### config.mk
export PLATFORM = sky130hd
export DESIGN_NAME = cpu_subset_exec
export DESIGN_NICKNAME = d
export VERILOG_FILES = /design/src/rtl/cpu_subset_pkg.sv /design/src/rtl/cpu_subset_exec.sv
export SDC_FILE = /design/constraint.sdc
export NUM_CORES = 1
export LEC_CHECK = 0
export BUFFER_PORTS_ARGS = -buffer_cell sky130_fd_sc_hd__buf_2
export CAP_MARGIN = 10
export CORE_MARGIN = 2
export CORE_UTILIZATION = 45
export CTS_CLUSTER_DIAMETER = 50
export CTS_CLUSTER_SIZE = 25
export DETAILED_ROUTE_END_ITERATION = 7
export GPL_ROUTABILITY_DRIVEN = 0
export GPL_TIMING_DRIVEN = 0
export PLACE_DENSITY = 0.73
export SYNTH_ARGS = -nofsm -noshare
export SYNTH_HDL_FRONTEND = slang
export SYNTH_SLANG_ARGS = --single-unit
### constraint.sdc
create_clock -name clk -period 3.8 [get_ports clk]
set_input_delay 0.76 -clock clk [delete_from_list [all_inputs] [get_ports clk]]
set_output_delay 0.76 -clock clk [all_outputs]
set_load 0.02 [all_outputs]
### src/rtl/cpu_subset_pkg.sv
// Purpose: Shared encodings, timing figures and carriers for the instruction subset executor
// Assumes: One opcode byte plus at most one operand byte per instruction
// Notes:   Architectural state and instruction bytes travel as packed structs
package cpu_subset_pkg;

    ////////////////////////////////////////////////////////////////////////////
    // Opcode patterns
    localparam logic [7:0] OP_CMP_IMM     = 8'h37;
    localparam logic [7:0] OP_MINUS_LONG  = 8'hff;
    localparam logic [7:0] OP_INC_LONG    = 8'h7f;
    localparam logic [7:0] OP_MINUS_IND_X = 8'he7;
    localparam logic [7:0] OP_MINUS_IND_Y = 8'hef;
    localparam logic [7:0] OP_INC_IND_X   = 8'h67;
    localparam logic [7:0] OP_INC_IND_Y   = 8'h6f;
    localparam logic [7:0] ACC_SEL        = 8'hff;
    localparam logic [5:0] MINUS_SHORT_LO = 6'h1d;
    localparam logic [5:0] INC_SHORT_LO   = 6'h15;
    localparam logic [3:0] ABS_BR_LO      = 4'h9;
    localparam logic [2:0] BR_C_LO        = 3'h6;
    localparam logic [2:0] BR_NC_LO       = 3'h2;
    localparam int         IND_Y_BIT    = 3;

    ////////////////////////////////////////////////////////////////////////////
    // Cycle counts and reset values
    localparam logic [2:0]  CYC_LONG   = 3'h4;
    localparam logic [2:0]  CYC_SHORT  = 3'h2;
    localparam logic [11:0] PC_RESET   = 12'h000;
    localparam logic [7:0]  REG_RESET  = 8'h00;
    localparam logic [11:0] PC_STEP1   = 12'h001;
    localparam logic [11:0] PC_STEP2   = 12'h002;

    typedef struct packed {
        logic [7:0] b0;
        logic [7:0] b1;
    } instr_t;

    typedef struct packed {
        logic [7:0]  acc;
        logic [7:0]  x;
        logic [7:0]  y;
        logic [7:0]  v;
        logic [7:0]  w;
        logic        z;
        logic        c;
        logic [11:0] pc;
    } arch_t;

    typedef enum logic {ST_IDLE, ST_EXEC} state_t;

endpackage : cpu_subset_pkg

### src/rtl/cpu_subset_exec.sv
// Purpose: Executes compare-immediate, decrement, increment, absolute and carry-relative branches
// Assumes: Data-space read data is valid the cycle after ds_rd; writes land on the edge ending ds_wr
// Notes:   Unknown opcodes are skipped as one-byte no-ops and flagged on bad_op
//
// Functional notes
// - Compare-immediate 37 nn subtracts nn from accumulator for flags; two bytes, four cycles.
// - Compare-immediate leaves the accumulator unchanged.
// - Compare sets Z on zero difference, C when accumulator below source.
// - Decrement subtracts one, Z from result, C untouched, four cycles.
// - Decrement: one byte for short and indirect, FF prefix for accumulator or address.
// - Increment adds one, Z from result, C untouched, 7F prefix for long forms.
// - Absolute branch loads a twelve-bit target; old counter is not stacked.
// - Absolute branch: two bytes, four cycles, low nibble over 1001, then upper nibbles.
// - Branch-on-carry adds displacement -15..+16 when carry set, else falls through.
// - Branch-on-carry is one byte, two cycles, displacement above pattern 110.
// - Branch-on-no-carry adds displacement when carry clear, else falls through.
// - Branch-on-no-carry is one byte, two cycles, displacement above pattern 010.
`timescale 1ns/100ps
module cpu_subset_exec (
    input  wire logic                  clk,
    input  wire logic                  rst,
    input  wire logic                  start,
    input  wire cpu_subset_pkg::instr_t instr,
    input  wire logic                  preset,
    input  wire cpu_subset_pkg::arch_t preset_val,
    input  wire logic [7:0]            ds_rdata,
    output logic                       busy,
    output logic                       done,
    output logic                       bad_op,
    output cpu_subset_pkg::arch_t      arch,
    output logic [7:0]                 ds_addr,
    output logic                       ds_rd,
    output logic                       ds_wr,
    output logic [7:0]                 ds_wdata
);

    ////////////////////////////////////////////////////////////////////////////
    // State
    cpu_subset_pkg::state_t state_q;
    cpu_subset_pkg::instr_t ins_q;
    cpu_subset_pkg::arch_t  arch_q;
    cpu_subset_pkg::arch_t  arch_d;
    logic [2:0]             cnt_q;
    logic                   done_q;
    logic                   busy_q;
    logic                   bad_q;
    logic                   rd_q;
    logic                   wr_q;
    logic [7:0]             addr_q;
    logic [7:0]             wdata_q;

    ////////////////////////////////////////////////////////////////////////////
    // Decode of the captured instruction
    wire        is_cmp   = ins_q.b0 == cpu_subset_pkg::OP_CMP_IMM;
    wire        sub_sh   = ins_q.b0[5:0] == cpu_subset_pkg::MINUS_SHORT_LO;
    wire        inc_sh   = ins_q.b0[5:0] == cpu_subset_pkg::INC_SHORT_LO;
    wire        sub_ind  = ins_q.b0 == cpu_subset_pkg::OP_MINUS_IND_X || ins_q.b0 == cpu_subset_pkg::OP_MINUS_IND_Y;
    wire        inc_ind  = ins_q.b0 == cpu_subset_pkg::OP_INC_IND_X || ins_q.b0 == cpu_subset_pkg::OP_INC_IND_Y;
    wire        sub_lg   = ins_q.b0 == cpu_subset_pkg::OP_MINUS_LONG;
    wire        inc_lg   = ins_q.b0 == cpu_subset_pkg::OP_INC_LONG;
    wire        is_abs   = ins_q.b0[3:0] == cpu_subset_pkg::ABS_BR_LO;
    wire        is_brc   = ins_q.b0[2:0] == cpu_subset_pkg::BR_C_LO;
    wire        is_brnc  = ins_q.b0[2:0] == cpu_subset_pkg::BR_NC_LO;
    wire        is_sub   = sub_sh | sub_ind | sub_lg;
    wire        is_inc   = inc_sh | inc_ind | inc_lg;
    wire        is_ind   = sub_ind | inc_ind;
    wire        is_long  = sub_lg | inc_lg;
    wire        long_acc = is_long && ins_q.b1 == cpu_subset_pkg::ACC_SEL;
    wire        mem_op   = is_ind | (is_long & ~long_acc);
    wire        is_jr    = is_brc | is_brnc;
    wire        known    = is_cmp | is_sub | is_inc | is_abs | is_jr;
    wire        two_byte = is_cmp | is_long | is_abs;
    wire [2:0]  cyc      = is_jr | ~known ? cpu_subset_pkg::CYC_SHORT : cpu_subset_pkg::CYC_LONG;
    wire        fin      = state_q == cpu_subset_pkg::ST_EXEC && cnt_q == cyc - 3'h1;

    ////////////////////////////////////////////////////////////////////////////
    // Operand selection and arithmetic
    wire [1:0]  sh_sel   = ins_q.b0[7:6];
    wire [7:0]  sh_val   = sh_sel == 2'h0 ? arch_q.x : sh_sel == 2'h1 ? arch_q.y :
                           sh_sel == 2'h2 ? arch_q.v : arch_q.w;
    wire [7:0]  ptr      = ins_q.b0[cpu_subset_pkg::IND_Y_BIT] ? arch_q.y : arch_q.x;
    wire [7:0]  mem_addr = is_ind ? ptr : ins_q.b1;
    wire [7:0]  opnd     = mem_op ? ds_rdata : (sub_sh | inc_sh) ? sh_val : arch_q.acc;
    wire [7:0]  res      = is_inc ? opnd + 8'h01 : opnd - 8'h01;
    wire [7:0]  cmp_diff = arch_q.acc - ins_q.b1;
    wire        cmp_c    = arch_q.acc < ins_q.b1;
    // Signed field plus one gives the asymmetric -15..+16 reach
    wire [11:0] rel_off  = {{7{ins_q.b0[7]}}, ins_q.b0[7:3]} + cpu_subset_pkg::PC_STEP1;
    wire [11:0] rel_tgt  = arch_q.pc + rel_off;
    wire        take     = is_brc ? arch_q.c : ~arch_q.c;
    wire [11:0] abs_tgt  = {ins_q.b1, ins_q.b0[7:4]};
    wire [11:0] seq_pc   = arch_q.pc + (two_byte ? cpu_subset_pkg::PC_STEP2 : cpu_subset_pkg::PC_STEP1);
    wire [11:0] next_pc  = is_abs ? abs_tgt : (is_jr && take) ? rel_tgt : seq_pc;

    always_comb begin
        arch_d    = arch_q;
        arch_d.pc = next_pc;
        if (is_cmp) begin
            arch_d.z = cmp_diff == 8'h00;
            arch_d.c = cmp_c;
        end else if (is_sub | is_inc) begin
            arch_d.z = res == 8'h00;
            if (long_acc) begin
                arch_d.acc = res;
            end else if (sub_sh | inc_sh) begin
                case (sh_sel)
                    2'h0:    arch_d.x = res;
                    2'h1:    arch_d.y = res;
                    2'h2:    arch_d.v = res;
                    default: arch_d.w = res;
                endcase
            end
        end
    end

    ////////////////////////////////////////////////////////////////////////////
    // Sequencer
    always_ff @(posedge clk) begin
        if (rst) begin
            state_q <= cpu_subset_pkg::ST_IDLE;
            busy_q  <= 1'b0;
            cnt_q   <= 3'h0;
        end else if (state_q == cpu_subset_pkg::ST_IDLE) begin
            if (start) begin
                state_q <= cpu_subset_pkg::ST_EXEC;
                busy_q  <= 1'b1;
                cnt_q   <= 3'h1;
            end
        end else if (fin) begin
            state_q <= cpu_subset_pkg::ST_IDLE;
            busy_q  <= 1'b0;
            cnt_q   <= 3'h0;
        end else begin
            cnt_q   <= cnt_q + 3'h1;
        end
    end

    always_ff @(posedge clk) begin
        if (rst) begin
            ins_q <= '0;
        end else if (state_q == cpu_subset_pkg::ST_IDLE && start) begin
            ins_q <= instr;
        end
    end

    // Architectural state; preset is honoured only while idle
    always_ff @(posedge clk) begin
        if (rst) begin
            arch_q <= '{cpu_subset_pkg::REG_RESET, cpu_subset_pkg::REG_RESET, cpu_subset_pkg::REG_RESET,
                        cpu_subset_pkg::REG_RESET, cpu_subset_pkg::REG_RESET, 1'b0, 1'b0,
                        cpu_subset_pkg::PC_RESET};
        end else if (fin) begin
            arch_q <= arch_d;
        end else if (state_q == cpu_subset_pkg::ST_IDLE && preset && !start) begin
            arch_q <= preset_val;
        end
    end

    // Data-space read in the second cycle, write-back launched with done
    always_ff @(posedge clk) begin
        if (rst) begin
            rd_q    <= 1'b0;
            wr_q    <= 1'b0;
            addr_q  <= 8'h00;
            wdata_q <= 8'h00;
            done_q  <= 1'b0;
            bad_q   <= 1'b0;
        end else begin
            rd_q   <= state_q == cpu_subset_pkg::ST_EXEC && cnt_q == 3'h1 && mem_op;
            wr_q   <= fin && mem_op;
            done_q <= fin;
            bad_q  <= fin && !known;
            if (state_q == cpu_subset_pkg::ST_EXEC && cnt_q == 3'h1) begin
                addr_q <= mem_addr;
            end
            if (fin) begin
                wdata_q <= res;
            end
        end
    end

    assign busy     = busy_q;
    assign done     = done_q;
    assign bad_op   = bad_q;
    assign arch     = arch_q;
    assign ds_addr  = addr_q;
    assign ds_rd    = rd_q;
    assign ds_wr    = wr_q;
    assign ds_wdata = wdata_q;

    ////////////////////////////////////////////////////////////////////////////
    // Checks
    wire idle_go = state_q == cpu_subset_pkg::ST_IDLE && start;

    // A start in the done cycle sees the previous done, so done is only required low from the next edge
    property p_cmp_cycles;
        @(posedge clk) disable iff (rst) idle_go && instr.b0 == cpu_subset_pkg::OP_CMP_IMM |->
            ##1 !done_q [*3] ##1 done_q;
    endproperty
    a_cmp_cycles: assert property (p_cmp_cycles) else $error("compare did not finish in four cycles");

    property p_cmp_acc;
        @(posedge clk) disable iff (rst) fin && is_cmp |=> arch_q.acc == $past(arch_q.acc);
    endproperty
    a_cmp_acc: assert property (p_cmp_acc) else $error("compare altered the accumulator");

    property p_cmp_flags;
        @(posedge clk) disable iff (rst) fin && is_cmp |=>
            arch_q.c == ($past(arch_q.acc) < $past(ins_q.b1)) && arch_q.z == ($past(arch_q.acc) == $past(ins_q.b1));
    endproperty
    a_cmp_flags: assert property (p_cmp_flags) else $error("compare flags wrong");

    property p_incdec_carry;
        @(posedge clk) disable iff (rst) fin && (is_sub || is_inc) |=> arch_q.c == $past(arch_q.c);
    endproperty
    a_incdec_carry: assert property (p_incdec_carry) else $error("carry changed by step");

    property p_acc_minus;
        @(posedge clk) disable iff (rst) fin && sub_lg && long_acc |=>
            arch_q.acc == $past(arch_q.acc) - 8'h01 && arch_q.z == (arch_q.acc == 8'h00);
    endproperty
    a_acc_minus: assert property (p_acc_minus) else $error("accumulator decrement wrong");

    property p_abs_target;
        @(posedge clk) disable iff (rst) fin && is_abs |=> arch_q.pc == {$past(ins_q.b1), $past(ins_q.b0[7:4])};
    endproperty
    a_abs_target: assert property (p_abs_target) else $error("jump target wrong");

    // Reference reach worked out afresh: signed field plus one, from the branch's own address
    property p_jr_pc;
        @(posedge clk) disable iff (rst) fin && is_jr |=> arch_q.pc == $past(arch_q.pc) +
            (($past(is_brc) ? $past(arch_q.c) : !$past(arch_q.c)) ?
             {{7{$past(ins_q.b0[7])}}, $past(ins_q.b0[7:3])} + cpu_subset_pkg::PC_STEP1 : cpu_subset_pkg::PC_STEP1);
    endproperty
    a_jr_pc: assert property (p_jr_pc) else $error("relative branch pc wrong");

    property p_jr_cycles;
        @(posedge clk) disable iff (rst) idle_go && instr.b0[1:0] == 2'h2 |-> ##1 !done_q ##1 done_q;
    endproperty
    a_jr_cycles: assert property (p_jr_cycles) else $error("relative branch not two cycles");

    property p_br_flags;
        @(posedge clk) disable iff (rst) fin && (is_jr || is_abs) |=> arch_q.z == $past(arch_q.z) && arch_q.c == $past(arch_q.c);
    endproperty
    a_br_flags: assert property (p_br_flags) else $error("branch changed flags");

    property p_rmw;
        @(posedge clk) disable iff (rst) ds_rd |-> ##2 ds_wr && ds_addr == $past(ds_addr, 2) && ds_wdata == (is_inc ?
            $past(ds_rdata) + 8'h01 : $past(ds_rdata) - 8'h01);
    endproperty
    a_rmw: assert property (p_rmw) else $error("read-modify-write broken");

    c_ind: cover property (@(posedge clk) disable iff (rst) fin && is_ind);
    c_brc_taken: cover property (@(posedge clk) disable iff (rst) fin && is_brc && take);
    c_cmp_eq: cover property (@(posedge clk) disable iff (rst) fin && is_cmp && cmp_diff == 8'h00);

endmodule : cpu_subset_exec

==> results by stage, run 1 <==
Yosys:
- The synthesized netlist devotes between 20% and 30% of its cell area to compound gates.
- The proportion of synthesized flip-flops having asynchronous set or reset is 0%.
- Sequential elements use 32.1% of the synthesized area.
- The count of flip-flops with a built-in enable after synthesis is 0.
- The average instance in the mapped netlist occupies ~8.1 sq um.
- Of the total synthesized cell area, the portion taken by AND, OR, NAND and NOR gates is between 20 and 25%.
- Summed over all instances, the cell type with the most area after synthesis is sky130_fd_sc_hd__dfxtp_1.
- Ranked by total cell area, the synthesized netlist is headed by sky130_fd_sc_hd__dfxtp_1 (32%), sky130_fd_sc_hd__nand2_1 (7.0%), sky130_fd_sc_hd__ha_1 (6.1%).
- The multiplexer fraction of the synthesized cell area is under 10%.
- The count of cell types in the netlist is 72.
- The adder-cell area share of the yosys netlist is ~6.8%.
- The number of nets in the synthesized netlist is ~840.
- The top-area cell type share of the netlist area is between 30% and 40%.
- During synthesis, Yosys emitted a total of 0 warnings.
- The largest family of logic cells by synthesized area is compound AO/OA/AOI/OAI gates.
- Among all flip-flop cells after synthesis, the most frequent one is sky130_fd_sc_hd__dfxtp_1.
- The gate count of the mapped netlist is 728.
- The XOR/XNOR share of the synthesized area is 2.93%.
- The cell area that synthesis handed to floorplanning was ~5900 sq um.
- The post-synthesis register bit count is 95.

Worst setup path:
- The largest fanout of any net on the critical path is 10.
- The type of origin of the critical path is a register.
- At the worst endpoint, the arrival time is between 3 and 4 ns.
- The worst setup path is of the register to register kind.
- STA puts the critical path data required time at approximately 4.0 ns.
- The nature of the critical path endpoint is a register.

CTS:
- Hold repair after CTS inserted 0 buffers.
- The total CTS buffers is 9.
- The depth of the CTS H-tree is 3.
- The later pin in the worst-skew pair is clocked with a latency of roughly 0.37 ns.
- The clock drives 95 sinks.
- After clock tree synthesis, the clock-pin slew on the worst setup and hold paths is 0.07 ns.
- The TritonCTS clock tree is built.
- The root cell of the clock tree is sky130_fd_sc_hd__clkbuf_16.
- Counting along the longest clock path gives a buffer depth of 2.

Floorplanning:
- During I/O placement, the number of pins put on the boundary was roughly 160.
- The width of the chip is between 100 and 150 um.
- The core area is around 13,000 sq um.
- The initialized floorplan defines ~40 standard-cell rows.
- The die height is 119 um.
- The floorplan step defined a die boundary enclosing about 14,000 sq um.
- The starting density of the core is about 47%.

Run status:
- The flow ran to the end, and the final reports show no timing, DRC or antenna violations.

Routing:
- After detailed routing, the total wire length is between 20 and 25 mm.
- The via density per instance is a little under 6.
- After detailed routing, the average wire length per cell comes to 19.9 um.
- The number of nets still failing antenna checks after routing is 0.
- The DRC violation total after the first TritonRoute iteration is approximately 660.
- For this run, design rule violations remaining after detail routing come to 0.
- The final route contains ~6,400 vias.
- The total iterations of the first detailed-routing run is 6.

Layout:
- From synthesis to final layout, the design area changed by 22.9%.
- The repair_antennas step left the layout with diodes totalling 0.
- The share of final-layout standard cells stronger than drive strength 1 is 26.3%.
- After the last flow step, the layout net total stands at about 1,000.

Power and ir drop:
- Summed over all cells, the static leakage comes to between 3 and 4 nW.
- The peak supply drop is 226 uV.
- Dividing total power by cell area gives a power density of 367 nW/um^2.

Global routing:
- The final global-route overflow total is 0.
- The first global-routing pass estimated approximately 33 mm of wire.
- The via count of the first global-routing pass is 5,867.
- The maximum number of pins on one net before global-route repair is 17.
- The total global routing track utilization is between 30% and 40%.
- The number of antenna violations at the first check in global routing is 1.

STA:
- The total negative slack is 0 ns.
- The clock period could shrink to ~3.7 ns.
- The number of hold violations in the final report is 0.
- The post-route worst hold slack is roughly 0.46 ns.
- For the pin with the worst max-slew slack, the measured transition is 0.915 ns.
- The relative slew slack is 38.2%.
- After layout, the worst path uses 96.4% of the clock period.
- The clock skew after layout is 0.0137 ns.
- The number of pins with negative max-slew slack in the final report is 0.
- Setup repair after global routing could not meet its margin everywhere.
- Setup violations remaining at the end of the flow were counted as 0.
- For this run, the top clock speed supported by timing is between 200 and 300 MHz.

Run:
- Max-cap violations in this run came to 0.

Placement:
- Buffers placed on the I/O ports in this run total approximately 160.
- The placed wire-length estimate is between 15 and 20 mm.

Hold path:
- The class of the tightest hold or removal check is register to register.
-- where the power goes --
part	total [mW]	internal (mW)	switching, mW
Combinational	0.659	0.257	0.402
Clock	0.888	0.449	0.439
Sequential	1.13	1.06	0.0691
Total	2.67	1.76	0.910
-- sequential cells by signal, indices dropped and copies added, names as in the netlist --
| name | cells |
|---|---|
| ds_wdata | 8 |
| abs_tgt | 12 |
| arch | 54 |
| cnt_q | 3 |
| ins_q | 4 |
| ds_addr | 8 |
| ds_wr | 1 |
| busy | 1 |
| bad_op | 1 |
| state_q | 1 |
| ds_rd | 1 |
| done | 1 |
-- final timing paths --
kind,start,end,slack (ns),depth (start not counted)
hold reg to reg,ds_wdata[1],ds_wdata[1],0.46,2
hold / removal,ds_wdata[1],ds_wdata[1],0.46,2
setup / recovery,abs_tgt[10],arch[52],0.14,14
setup reg to reg,abs_tgt[10],arch[52],0.14,14
-- logic make-up (layout without fill, tap and decap cells) --
| kind of cell | count (synthesis) | count (layout) |
|---|---|---|
| AND/OR/NAND/NOR | 287 | 287 |
| AO/OA/AOI/OAI | 200 | 200 |
| flip-flops | 95 | 95 |
| buffers and inverters | 70 | 243 |
| adder cells (fa/ha/maj) | 31 | 31 |
| multiplexers | 26 | 26 |
| XOR/XNOR | 19 | 19 |
-- placed cells by master, fill, tap and decap left out, drive strengths merged, types with 7 or more instances in the layout --
cell type,netlist,routed
o211ai,10,10
or3,10,10
buf,19,175
nor2,86,86
inv,23,24
a31oi,11,11
a211oi,21,21
xnor2,11,11
nand2,111,111
mux4,8,8
a21o,10,10
nor2b,9,9
dfxtp,95,95
nand4,9,9
xor2,8,8
clkbuf,28,39
nand3,16,16
nor3,19,19
ha,29,29
o21ai,16,16
o31ai,7,7
mux2i,14,14
a311oi,19,19
a21oi,68,68
-- final cells by class --
cell class                 instances  area, sq um
fill                            1228         5440
multi-input combinational        563         3760
sequential                        95         1920
timing repair buffer             157          788
buffer                            47          236
clock buffer                      10          229
tap                              172          215
inverter                          23         86.3
clock inverter                     6         46.3
-- stage by stage --
stage / std cells / area, sq um / total power, mW / setup WS [ns] / utilization (%)
6_report: 1073 / 7280 / 2.67 / 0.135 / 57.2
5_1_grt: 1073 / 7280 / 2.77 / -0.0282 / 57.2
4_1_cts: 1072 / 7260 / 2.66 / 0.0611 / 57.1
3_5_place_dp: 1056 / 6920 / 1.77 / -0.529 / 54.4
3_3_place_gp: 1056 / 6920 / 1.77 / -0.561 / 54.4
2_1_floorplan: 728 / 5930 / 1.55 / 0.223 / -
-- what timing repair did --
action                     in CTS  in global routing
pin swaps                       0                  2
buffers inserted                0                  1
gates resized for setup        23                 11
setup endpoints to repair      25                 15
-- metal layers --
metal	up-vias	global-route usage (%)	part of all wire [%]
met2	394	46.4	44
met3	51	8.93	11
li1	2995	-	-
met1	2954	40.3	42
met5	-	0	0
met4	0	11.0	3.0
-- cell usage after synthesis (6+ instances only) --
library cell                 n
sky130_fd_sc_hd__nand2_1   111
sky130_fd_sc_hd__dfxtp_1    95
sky130_fd_sc_hd__nor2_1     86
sky130_fd_sc_hd__a21oi_1    68
sky130_fd_sc_hd__ha_1       29
sky130_fd_sc_hd__clkbuf_1   28
sky130_fd_sc_hd__inv_1      23
sky130_fd_sc_hd__a211oi_1   21
sky130_fd_sc_hd__a311oi_1   19
sky130_fd_sc_hd__nor3_1     19
sky130_fd_sc_hd__nand3_1    16
sky130_fd_sc_hd__o21ai_0    15
sky130_fd_sc_hd__mux2i_1    14
sky130_fd_sc_hd__buf_2      12
sky130_fd_sc_hd__a21o_1     10
sky130_fd_sc_hd__a31oi_1    10
sky130_fd_sc_hd__o211ai_1   10
sky130_fd_sc_hd__or3_1      10
sky130_fd_sc_hd__xnor2_1    10
sky130_fd_sc_hd__nor2b_1     9
sky130_fd_sc_hd__mux4_2      8
sky130_fd_sc_hd__nand4_1     8
sky130_fd_sc_hd__xor2_1      8
sky130_fd_sc_hd__o31ai_1     6
-- critical path: stages, from the launching register on --
cell and delay, ns:
sky130_fd_sc_hd__dfxtp_2 0.43, sky130_fd_sc_hd__nand4_1 0.22, sky130_fd_sc_hd__o2111ai_4 0.31, sky130_fd_sc_hd__and2_1 0.18, sky130_fd_sc_hd__buf_6 0.14, sky130_fd_sc_hd__clkbuf_4 0.22
sky130_fd_sc_hd__a31oi_1 0.14, sky130_fd_sc_hd__fa_1 0.43, sky130_fd_sc_hd__a21o_1 0.20, sky130_fd_sc_hd__a21o_1 0.21, sky130_fd_sc_hd__a21o_1 0.21, sky130_fd_sc_hd__a311oi_4 0.35
sky130_fd_sc_hd__nor2_4 0.10, sky130_fd_sc_hd__a211oi_2 0.27, sky130_fd_sc_hd__nor3_1 0.08
Power figures use the tool's default switching activity.
==> run 2, diff against run 1 <==
Settings changed: CELL_PAD_IN_SITES_DETAIL_PLACEMENT set to 1, CELL_PAD_IN_SITES_GLOBAL_PLACEMENT set to 1, CORE_UTILIZATION 45 to 35, PLACE_DENSITY 0.73 to 0.77.
==> results by stage, run 2 (synthesis results as in run 1) <==
Floorplanning:
- The number of core rows is 47 (was 41).
- The core area is 16,600 sq um (was 12,700 sq um).
- The width of the chip is 134 um (was 119 um).
- The number of top-level pins came to 157 (unchanged).
- The die outline area is 18,000 sq um (was 14,100 sq um).
- The starting density of the core was 35.7% (was 46.6%).
- The die height came to 134 um (was 119 um).

STA:
- The highest achievable clock rate is 273 MHz (about the same).
- The slew of the pin with the lowest slew margin was 0.918 ns (was 0.915 ns).
- The relative slew slack is 38.8% (was 38.2%).
- The final number of setup-violating endpoints is 0 (unchanged).
- The total negative slack came to 0 ns (unchanged).
- The number of hold violations in the final report is 0 (unchanged).
- The minimum clock period after layout was 3.66 ns (about the same).
- The share of the clock period used by the worst path after layout came to 96.4% (about the same).
- RSZ-0062 raised after global routing: no (was yes).
- The clock skew after layout is 0.0108 ns (was 0.0137 ns).
- The post-route worst hold slack is 0.465 ns (was 0.461 ns).
- The number of pins with negative max-slew slack in the final report was 0 (unchanged).

CTS:
- The root cell of the clock tree is sky130_fd_sc_hd__clkbuf_16 (unchanged).
- The clock-pin slew on the worst setup and hold paths is 0.08 ns (was 0.07 ns).
- The maximum root-to-sink buffer count is 2 (unchanged).
- The clock latency at the later pin of the worst-skew pair is 0.37 ns (about the same).
- The TritonCTS clock tree was built (unchanged).
- The number of hold-repair buffers added at the cts stage came to 0 (unchanged).
- The total CTS buffers is 9 (unchanged).
- The number of sinks driven by the clock tree is 95 (unchanged).
- The depth of the CTS H-tree was 3 (unchanged).

Routing:
- The routed wire length was 24.7 mm (was 21.4 mm).
- The number of vias in the routed layout is 6,393 (was 6,394).
- The highest metal layer with signal wires is met5 (was met4).
- The number of remaining DRC errors is 0 (unchanged).
- The total iterations of the first detailed-routing run came to 5 (was 6).
- The DRC violation total after the first TritonRoute iteration is 401 (was 659).
- The number of nets still failing antenna checks after routing came to 0 (unchanged).
- The total met2 wirelength after detailed routing is 11.5 mm (was 9.33 mm).
- The detail-routed net length per standard cell came to 22.1 um (was 19.9 um).
- The via density per instance was 5.71 (was 5.96).
- The total routed wire length on the met1 layer was 10.9 mm (was 8.99 mm).
- The wire length on met3 is 1.63 mm (was 2.42 mm).

Power and ir drop:
- The peak supply drop was 236 uV (was 226 uV).
- The leakage power figure was 3.24 nW (was 3.22 nW).
- The power per unit of standard cell area is 374 nW/um^2 (was 367 nW/um^2).

Worst setup path:
- The type of origin of the critical path is a register (unchanged).
- The nature of the critical path endpoint is a register (unchanged).
- The slack of the worst reg-to-reg path is 0.14 ns (about the same).
- The endpoint of the lowest-slack register-to-register path is arch[52] (unchanged).
- The arrival time at the worst endpoint is 3.88 ns (about the same).
- The cell repeated most along the worst path is sky130_fd_sc_hd__a21o_1 (unchanged).
- The data required time of the critical path is 4.02 ns (was 4.01 ns).
- The largest fanout of any net on the critical path was 9 (was 10).
- The type of the worst setup path is register to register (unchanged).
- The startpoint of the worst register-to-register path is abs_tgt[3] (was abs_tgt[10]).
- The length in cells of the worst reg-to-reg path is 13 (was 14).
- The critical path's largest stage delay is 0.56 ns (was 0.43 ns).
- The standard cell with the maximum stage delay on the critical path is sky130_fd_sc_hd__mux4_2 (was sky130_fd_sc_hd__dfxtp_2).
- Chain of cells forming the critical path: buf_2 > mux4_2 > a21oi_2 > a21o_1 > inv_1 > fa_2 > a21o_1 > a21o_1 > a21o_1 > a311oi_4 > nor2_4 > a211oi_2 > nor3_1 (was nand4_1 > o2111ai_4 > and2_1 > buf_6 > clkbuf_4 > a31oi_1 > fa_1 > a21o_1 > a21o_1 > a21o_1 > a311oi_4 > nor2_4 > a211oi_2 > nor3_1).

Layout:
- The number of flip-flops under the largest register name is 54 (unchanged).
- The number of nets in the layout is 1,006 (was 1,009).
- The footprint of the flip-flops and latches is 1920 sq um (about the same).
- The number of filler instances in the final layout was 2,094 (was 1,228).
- The final cell count without fillers came to 1,119 (was 1,073).
- Top library cells by usage in the layout, fill and taps aside: sky130_fd_sc_hd__buf_2 (167), sky130_fd_sc_hd__nand2_1 (110), sky130_fd_sc_hd__nor2_1 (84), sky130_fd_sc_hd__dfxtp_1 (83), sky130_fd_sc_hd__a21oi_1 (65) (was sky130_fd_sc_hd__buf_2 (166), sky130_fd_sc_hd__nand2_1 (111), sky130_fd_sc_hd__nor2_1 (85), sky130_fd_sc_hd__dfxtp_1 (84), sky130_fd_sc_hd__a21oi_1 (66)).
- The footprint of the multi-input gates is 3800 sq um (was 3760 sq um).
- The final instance area came to 7400 sq um (was 7280 sq um).
- The area growth from synthesis to final layout is 24.9% (was 22.9%).
- The most common cell after layout, fill and taps aside is sky130_fd_sc_hd__buf_2 (unchanged).
- The share of final-layout standard cells stronger than drive strength 1 is 27.5% (was 26.3%).
- The final core area utilization is 44.6% (was 57.2%).

Hold path:
- The end point of the most critical hold path is ds_wdata[4] (was ds_wdata[1]).
- The depth of the worst hold-timing path came to 2 (unchanged).
- The class of the tightest hold or removal check was register to register (unchanged).
- The hold path startpoint is ds_wdata[4] (was ds_wdata[1]).

Placement:
- The number of input and output port buffers inserted is 156 (unchanged).
- The cell area after placement is 6980 sq um (was 6920 sq um).
- The cell count after placement is 1,104 (was 1,056).
- The placed wire-length estimate was 19.0 mm (was 16.3 mm).

Global routing:
- The number of antenna violations at the first check in global routing came to 2 (was 1).
- The final global-route overflow total is 0 (unchanged).
- The first-pass GRT wire length is 37.8 mm (was 32.9 mm).
- The total global routing track utilization is 27.5% (was 30.3%).
- The via count of the first global-routing pass was 6,489 (was 5,867).
- The maximum number of pins on one net before global-route repair is 19 (was 17).

Run:
- The count of maximum capacitance violations is 0 (unchanged).

Run status:
- Run status: finished clean (unchanged).
-- run 2: layout make-up --
cell class,count,share of cell area [%]
clock inverter,6,0.828
inverter,23,1.17
buffer,44,3.06
antenna,1,0.0338
sequential,95,25.9
multi-input combinational,563,51.4
timing repair buffer,157,10.7
tap,220,3.72
clock buffer,10,3.23
-- run 2: worst max-delay path: cells and delay by family, from the launching register on --
family / cells / cell delay [ns]
adders and majority gates: 1 / 0.41
and+or+nand+nor: 2 / 0.21
DFF: 1 / 0.31
buffers and inverters: 2 / 0.34
AOI/OAI and AO/OA: 7 / 1.69
muxes: 1 / 0.56
-- run 2: power by group --
group / internal [mW] / switching (mW)
Combinational: 0.262 / 0.426
Sequential: 1.06 / 0.0709
Clock: 0.479 / 0.474
Total: 1.80 / 0.971
-- run 2: metal layers --
metal,vias to the layer above,GRT usage [%]
li1,2979,-
met1,3132,36.1
met2,243,45.7
met3,37,5.06
met4,2,9.18
met5,-,0
-- run 2: how the worst max path moves through the flow --
| stage | startpoint | endpoint | slack, ns | cells past startpoint |
|---|---|---|---|---|
| floorplan | abs_tgt[3] | arch[44] | 0.22 | 13 |
| detailed placement | abs_tgt[3] | arch[52] | -0.66 | 13 |
| CTS | ins_q[10] | arch[44] | 0.02 | 16 |
| global route | abs_tgt[10] | arch[52] | 0.01 | 14 |
| finish | abs_tgt[3] | arch[52] | 0.14 | 13 |
| global placement | abs_tgt[3] | arch[52] | -0.61 | 13 |
-- run 2: stage by stage --
step	worst slack, ns	total power [mW]
floorplan	0.223	1.55
global placement	-0.607	1.79
detailed placement	-0.658	1.80
CTS	0.0213	2.75
global route	0.0143	2.87
finish	0.136	2.77
-- run 2: repair_timing --
item | 4_1_cts | 5_1_grt
setup buffers | 0 | 1
resized for setup | 23 | 23
endpoints found under the setup margin | 30 | 28
pin swaps | 0 | 4
hold endpoints to repair | 0 | 0
==> run 3, diff against run 2 <==
Settings changed: CORE_UTILIZATION 35 to 39, PLACE_DENSITY 0.77 to 0.81.
Clock period 3.8 ns to 3.5 ns, I/O delays scaled along.
==> results by stage, run 3 (synthesis results as in run 1) <==
Routing:
- The routed wire length is 25.7 mm (was 24.7 mm).
- The via density per instance is 6.10 (was 5.71).
- The total iterations of the first detailed-routing run was 8 (was 5).
- The number of vias in the routed layout is 6,802 (was 6,393).
- The detail-routed net length per standard cell came to 23.1 um (was 22.1 um).
- The number of nets still failing antenna checks after routing was 0 (unchanged).
- The DRC violation total after the first TritonRoute iteration was 655 (was 401).
- The number of remaining DRC errors is 0 (unchanged).

CTS:
- The clock-pin slew on the worst setup and hold paths is 0.08 ns (about the same).
- The total CTS buffers is 9 (unchanged).
- The TritonCTS clock tree is built (unchanged).
- The clock latency at the later pin of the worst-skew pair is 0.37 ns (about the same).
- The root cell of the clock tree was sky130_fd_sc_hd__clkbuf_16 (unchanged).
- The maximum root-to-sink buffer count is 2 (unchanged).
- The number of sinks driven by the clock tree is 95 (unchanged).
- The depth of the CTS H-tree is 3 (unchanged).
- The number of hold-repair buffers added at the cts stage was 0 (unchanged).

Placement:
- The number of input and output port buffers inserted is 156 (unchanged).
- The placed wire-length estimate was 18.5 mm (was 19.0 mm).
- The pre-CTS setup slack is -0.913 ns (was -0.658 ns).

Run:
- The count of maximum capacitance violations is 0 (unchanged).

Layout:
- The footprint of the multi-input gates is 3880 sq um (was 3800 sq um).
- The number of flip-flops under the largest register name is 54 (unchanged).
- Top library cells by usage in the layout, fill and taps aside: sky130_fd_sc_hd__buf_2 (165), sky130_fd_sc_hd__nand2_1 (109), sky130_fd_sc_hd__nor2_1 (84), sky130_fd_sc_hd__dfxtp_1 (82), sky130_fd_sc_hd__a21oi_1 (63) (was sky130_fd_sc_hd__buf_2 (167), sky130_fd_sc_hd__nand2_1 (110), sky130_fd_sc_hd__nor2_1 (84), sky130_fd_sc_hd__dfxtp_1 (83), sky130_fd_sc_hd__a21oi_1 (65)).
- The antenna diode count came to 0 (was 1).
- The number of filler instances in the final layout was 1,864 (was 2,094).
- The share of final-layout standard cells stronger than drive strength 1 is 31.3% (was 27.5%).
- The area growth from synthesis to final layout is 30.7% (was 24.9%).
- The most common cell after layout, fill and taps aside is sky130_fd_sc_hd__buf_2 (unchanged).
- The final core area utilization is 51.5% (was 44.6%).
- The number of nets in the layout is 1,035 (was 1,006).
- The footprint of the flip-flops and latches is 1950 sq um (was 1920 sq um).

Worst setup path:
- The length in cells of the worst reg-to-reg path came to 13 (unchanged).
- The cell class contributing the biggest share of worst-path delay is compound AO/OA/AOI/OAI gates (unchanged).
- The nature of the critical path endpoint was a register (unchanged).
- The largest fanout of any net on the critical path is 10 (was 9).
- The logic depth of the worst setup path including buffers was 13 (unchanged).
- Chain of cells forming the critical path: buf_6 > buf_6 > mux4_2 > nand2_1 > a31oi_2 > fa_2 > a21o_1 > a21o_1 > a21o_1 > a311oi_4 > nor2_4 > a211oi_2 > nor3_2 (was buf_2 > mux4_2 > a21oi_2 > a21o_1 > inv_1 > fa_2 > a21o_1 > a21o_1 > a21o_1 > a311oi_4 > nor2_4 > a211oi_2 > nor3_1).
- The arrival time at the worst endpoint was 3.69 ns (was 3.88 ns).
- The cell repeated most along the worst path is sky130_fd_sc_hd__a21o_1 (unchanged).
- The standard cell with the maximum stage delay on the critical path is sky130_fd_sc_hd__dfxtp_2 (was sky130_fd_sc_hd__mux4_2).
- The startpoint of the worst register-to-register path was abs_tgt[2] (was abs_tgt[3]).
- The critical path's largest stage delay is 0.45 ns (was 0.56 ns).
- The data required time of the critical path is 3.72 ns (was 4.02 ns).
- The critical path startpoint is abs_tgt[2] (was abs_tgt[3]).
- The slack of the worst reg-to-reg path is 0.03 ns (was 0.14 ns).
- The critical path buffer and inverter count is 2 (unchanged).
- The type of the worst setup path is register to register (unchanged).
- The type of origin of the critical path was a register (unchanged).

Floorplanning:
- The width of the chip is 127 um (was 134 um).
- The die height is 127 um (was 134 um).
- The number of top-level pins was 157 (unchanged).
- The core area is 15,000 sq um (was 16,600 sq um).
- The die outline area is 16,200 sq um (was 18,000 sq um).
- The number of core rows is 45 (was 47).
- The starting density of the core was 39.4% (was 35.7%).

STA:
- The clock skew after layout is 0.00980 ns (was 0.0108 ns).
- The number of pins with negative max-slew slack in the final report is 0 (unchanged).
- The slew of the pin with the lowest slew margin is 0.979 ns (was 0.918 ns).
- The setup slack after layout was 0.0323 ns (was 0.136 ns).
- The highest achievable clock rate came to 288 MHz (was 273 MHz).
- The relative slew slack is 33.9% (was 38.8%).
- The share of the clock period used by the worst path after layout is 99.1% (was 96.4%).
- The number of hold violations in the final report is 0 (unchanged).
- The total negative slack is 0 ns (unchanged).
- The post-route worst hold slack is 0.461 ns (was 0.465 ns).
- The minimum clock period after layout is 3.47 ns (was 3.66 ns).
- The final number of setup-violating endpoints came to 0 (unchanged).

Global routing:
- The maximum number of pins on one net before global-route repair is 20 (was 19).
- The final global-route overflow total is 0 (unchanged).
- The total global routing track utilization came to 30.0% (was 27.5%).
- The first-pass GRT wire length was 36.9 mm (was 37.8 mm).
- The number of antenna violations at the first check in global routing was 1 (was 2).
- The via count of the first global-routing pass is 6,514 (was 6,489).

Run status:
- Run status: finished clean (unchanged).

Power and ir drop:
- The peak supply drop is 216 uV (was 236 uV).
- The power per unit of standard cell area came to 403 nW/um^2 (was 374 nW/um^2).
- The leakage power figure is 3.43 nW (was 3.24 nW).

Hold path:
- The class of the tightest hold or removal check is register to register (unchanged).
- The depth of the worst hold-timing path is 2 (unchanged).
- The hold path startpoint is ds_wdata[1] (was ds_wdata[4]).
## run 3: layout make-up
class                           instances  area share [%]
Buffer                                 43            3.36
Clock buffer                            9            2.91
Clock inverter                          7            1.26
Inverter                               23            1.11
Multi-Input combinational cell        563            50.1
Sequential cell                        95            25.1
Tap cell                              188            3.04
Timing Repair Buffer                  187            13.1
## run 3: per-stage QoR
step	std cells	total power, mW	area (sq um)
floorplan	728	1.68	5930
global placement	1072	1.94	6940
detailed placement	1072	1.95	6940
CTS	1085	3.07	7400
global route	1115	3.23	7750
finish	1115	3.12	7750
## run 3: worst paths after layout
check                                    to
worst max register to register     arch[36]
worst min register to register  ds_wdata[1]
worst min-delay path            ds_wdata[1]
worst max-delay path               arch[36]
## run 3: power breakdown
part           switching, mW  internal [mW]  total (mW)
Combinational          0.489          0.311       0.800
Clock                  0.522          0.580        1.10
Sequential            0.0750           1.14        1.22
## run 3: worst reg2reg max path, delay by kind of cell (launching register included)
kind | cells | cell delay [ns]
AO/OA/AOI/OAI | 6 | 1.40
adder cells (fa/ha/maj) | 1 | 0.43
buffers and inverters | 2 | 0.41
flip-flops | 1 | 0.45
multiplexers | 1 | 0.34
AND/OR/NAND/NOR | 3 | 0.30
## run 3: per-layer routing
layer	up-vias	share of wire, %	routed length (um)	track usage, %
met5	-	0.035	9	0
met2	391	46	11900	50.0
li1	3038	-	-	-
met3	97	8.2	2110	5.36
met1	3274	41	10500	38.6
met4	2	4.9	1250	11.6
## run 3: what timing repair did
item | CTS | global route
buffers inserted | 0 | 31
endpoints found under the hold margin | 0 | 0
resized for setup | 42 | 43
setup endpoints to repair | 34 | 31
pin swaps | 6 | 13
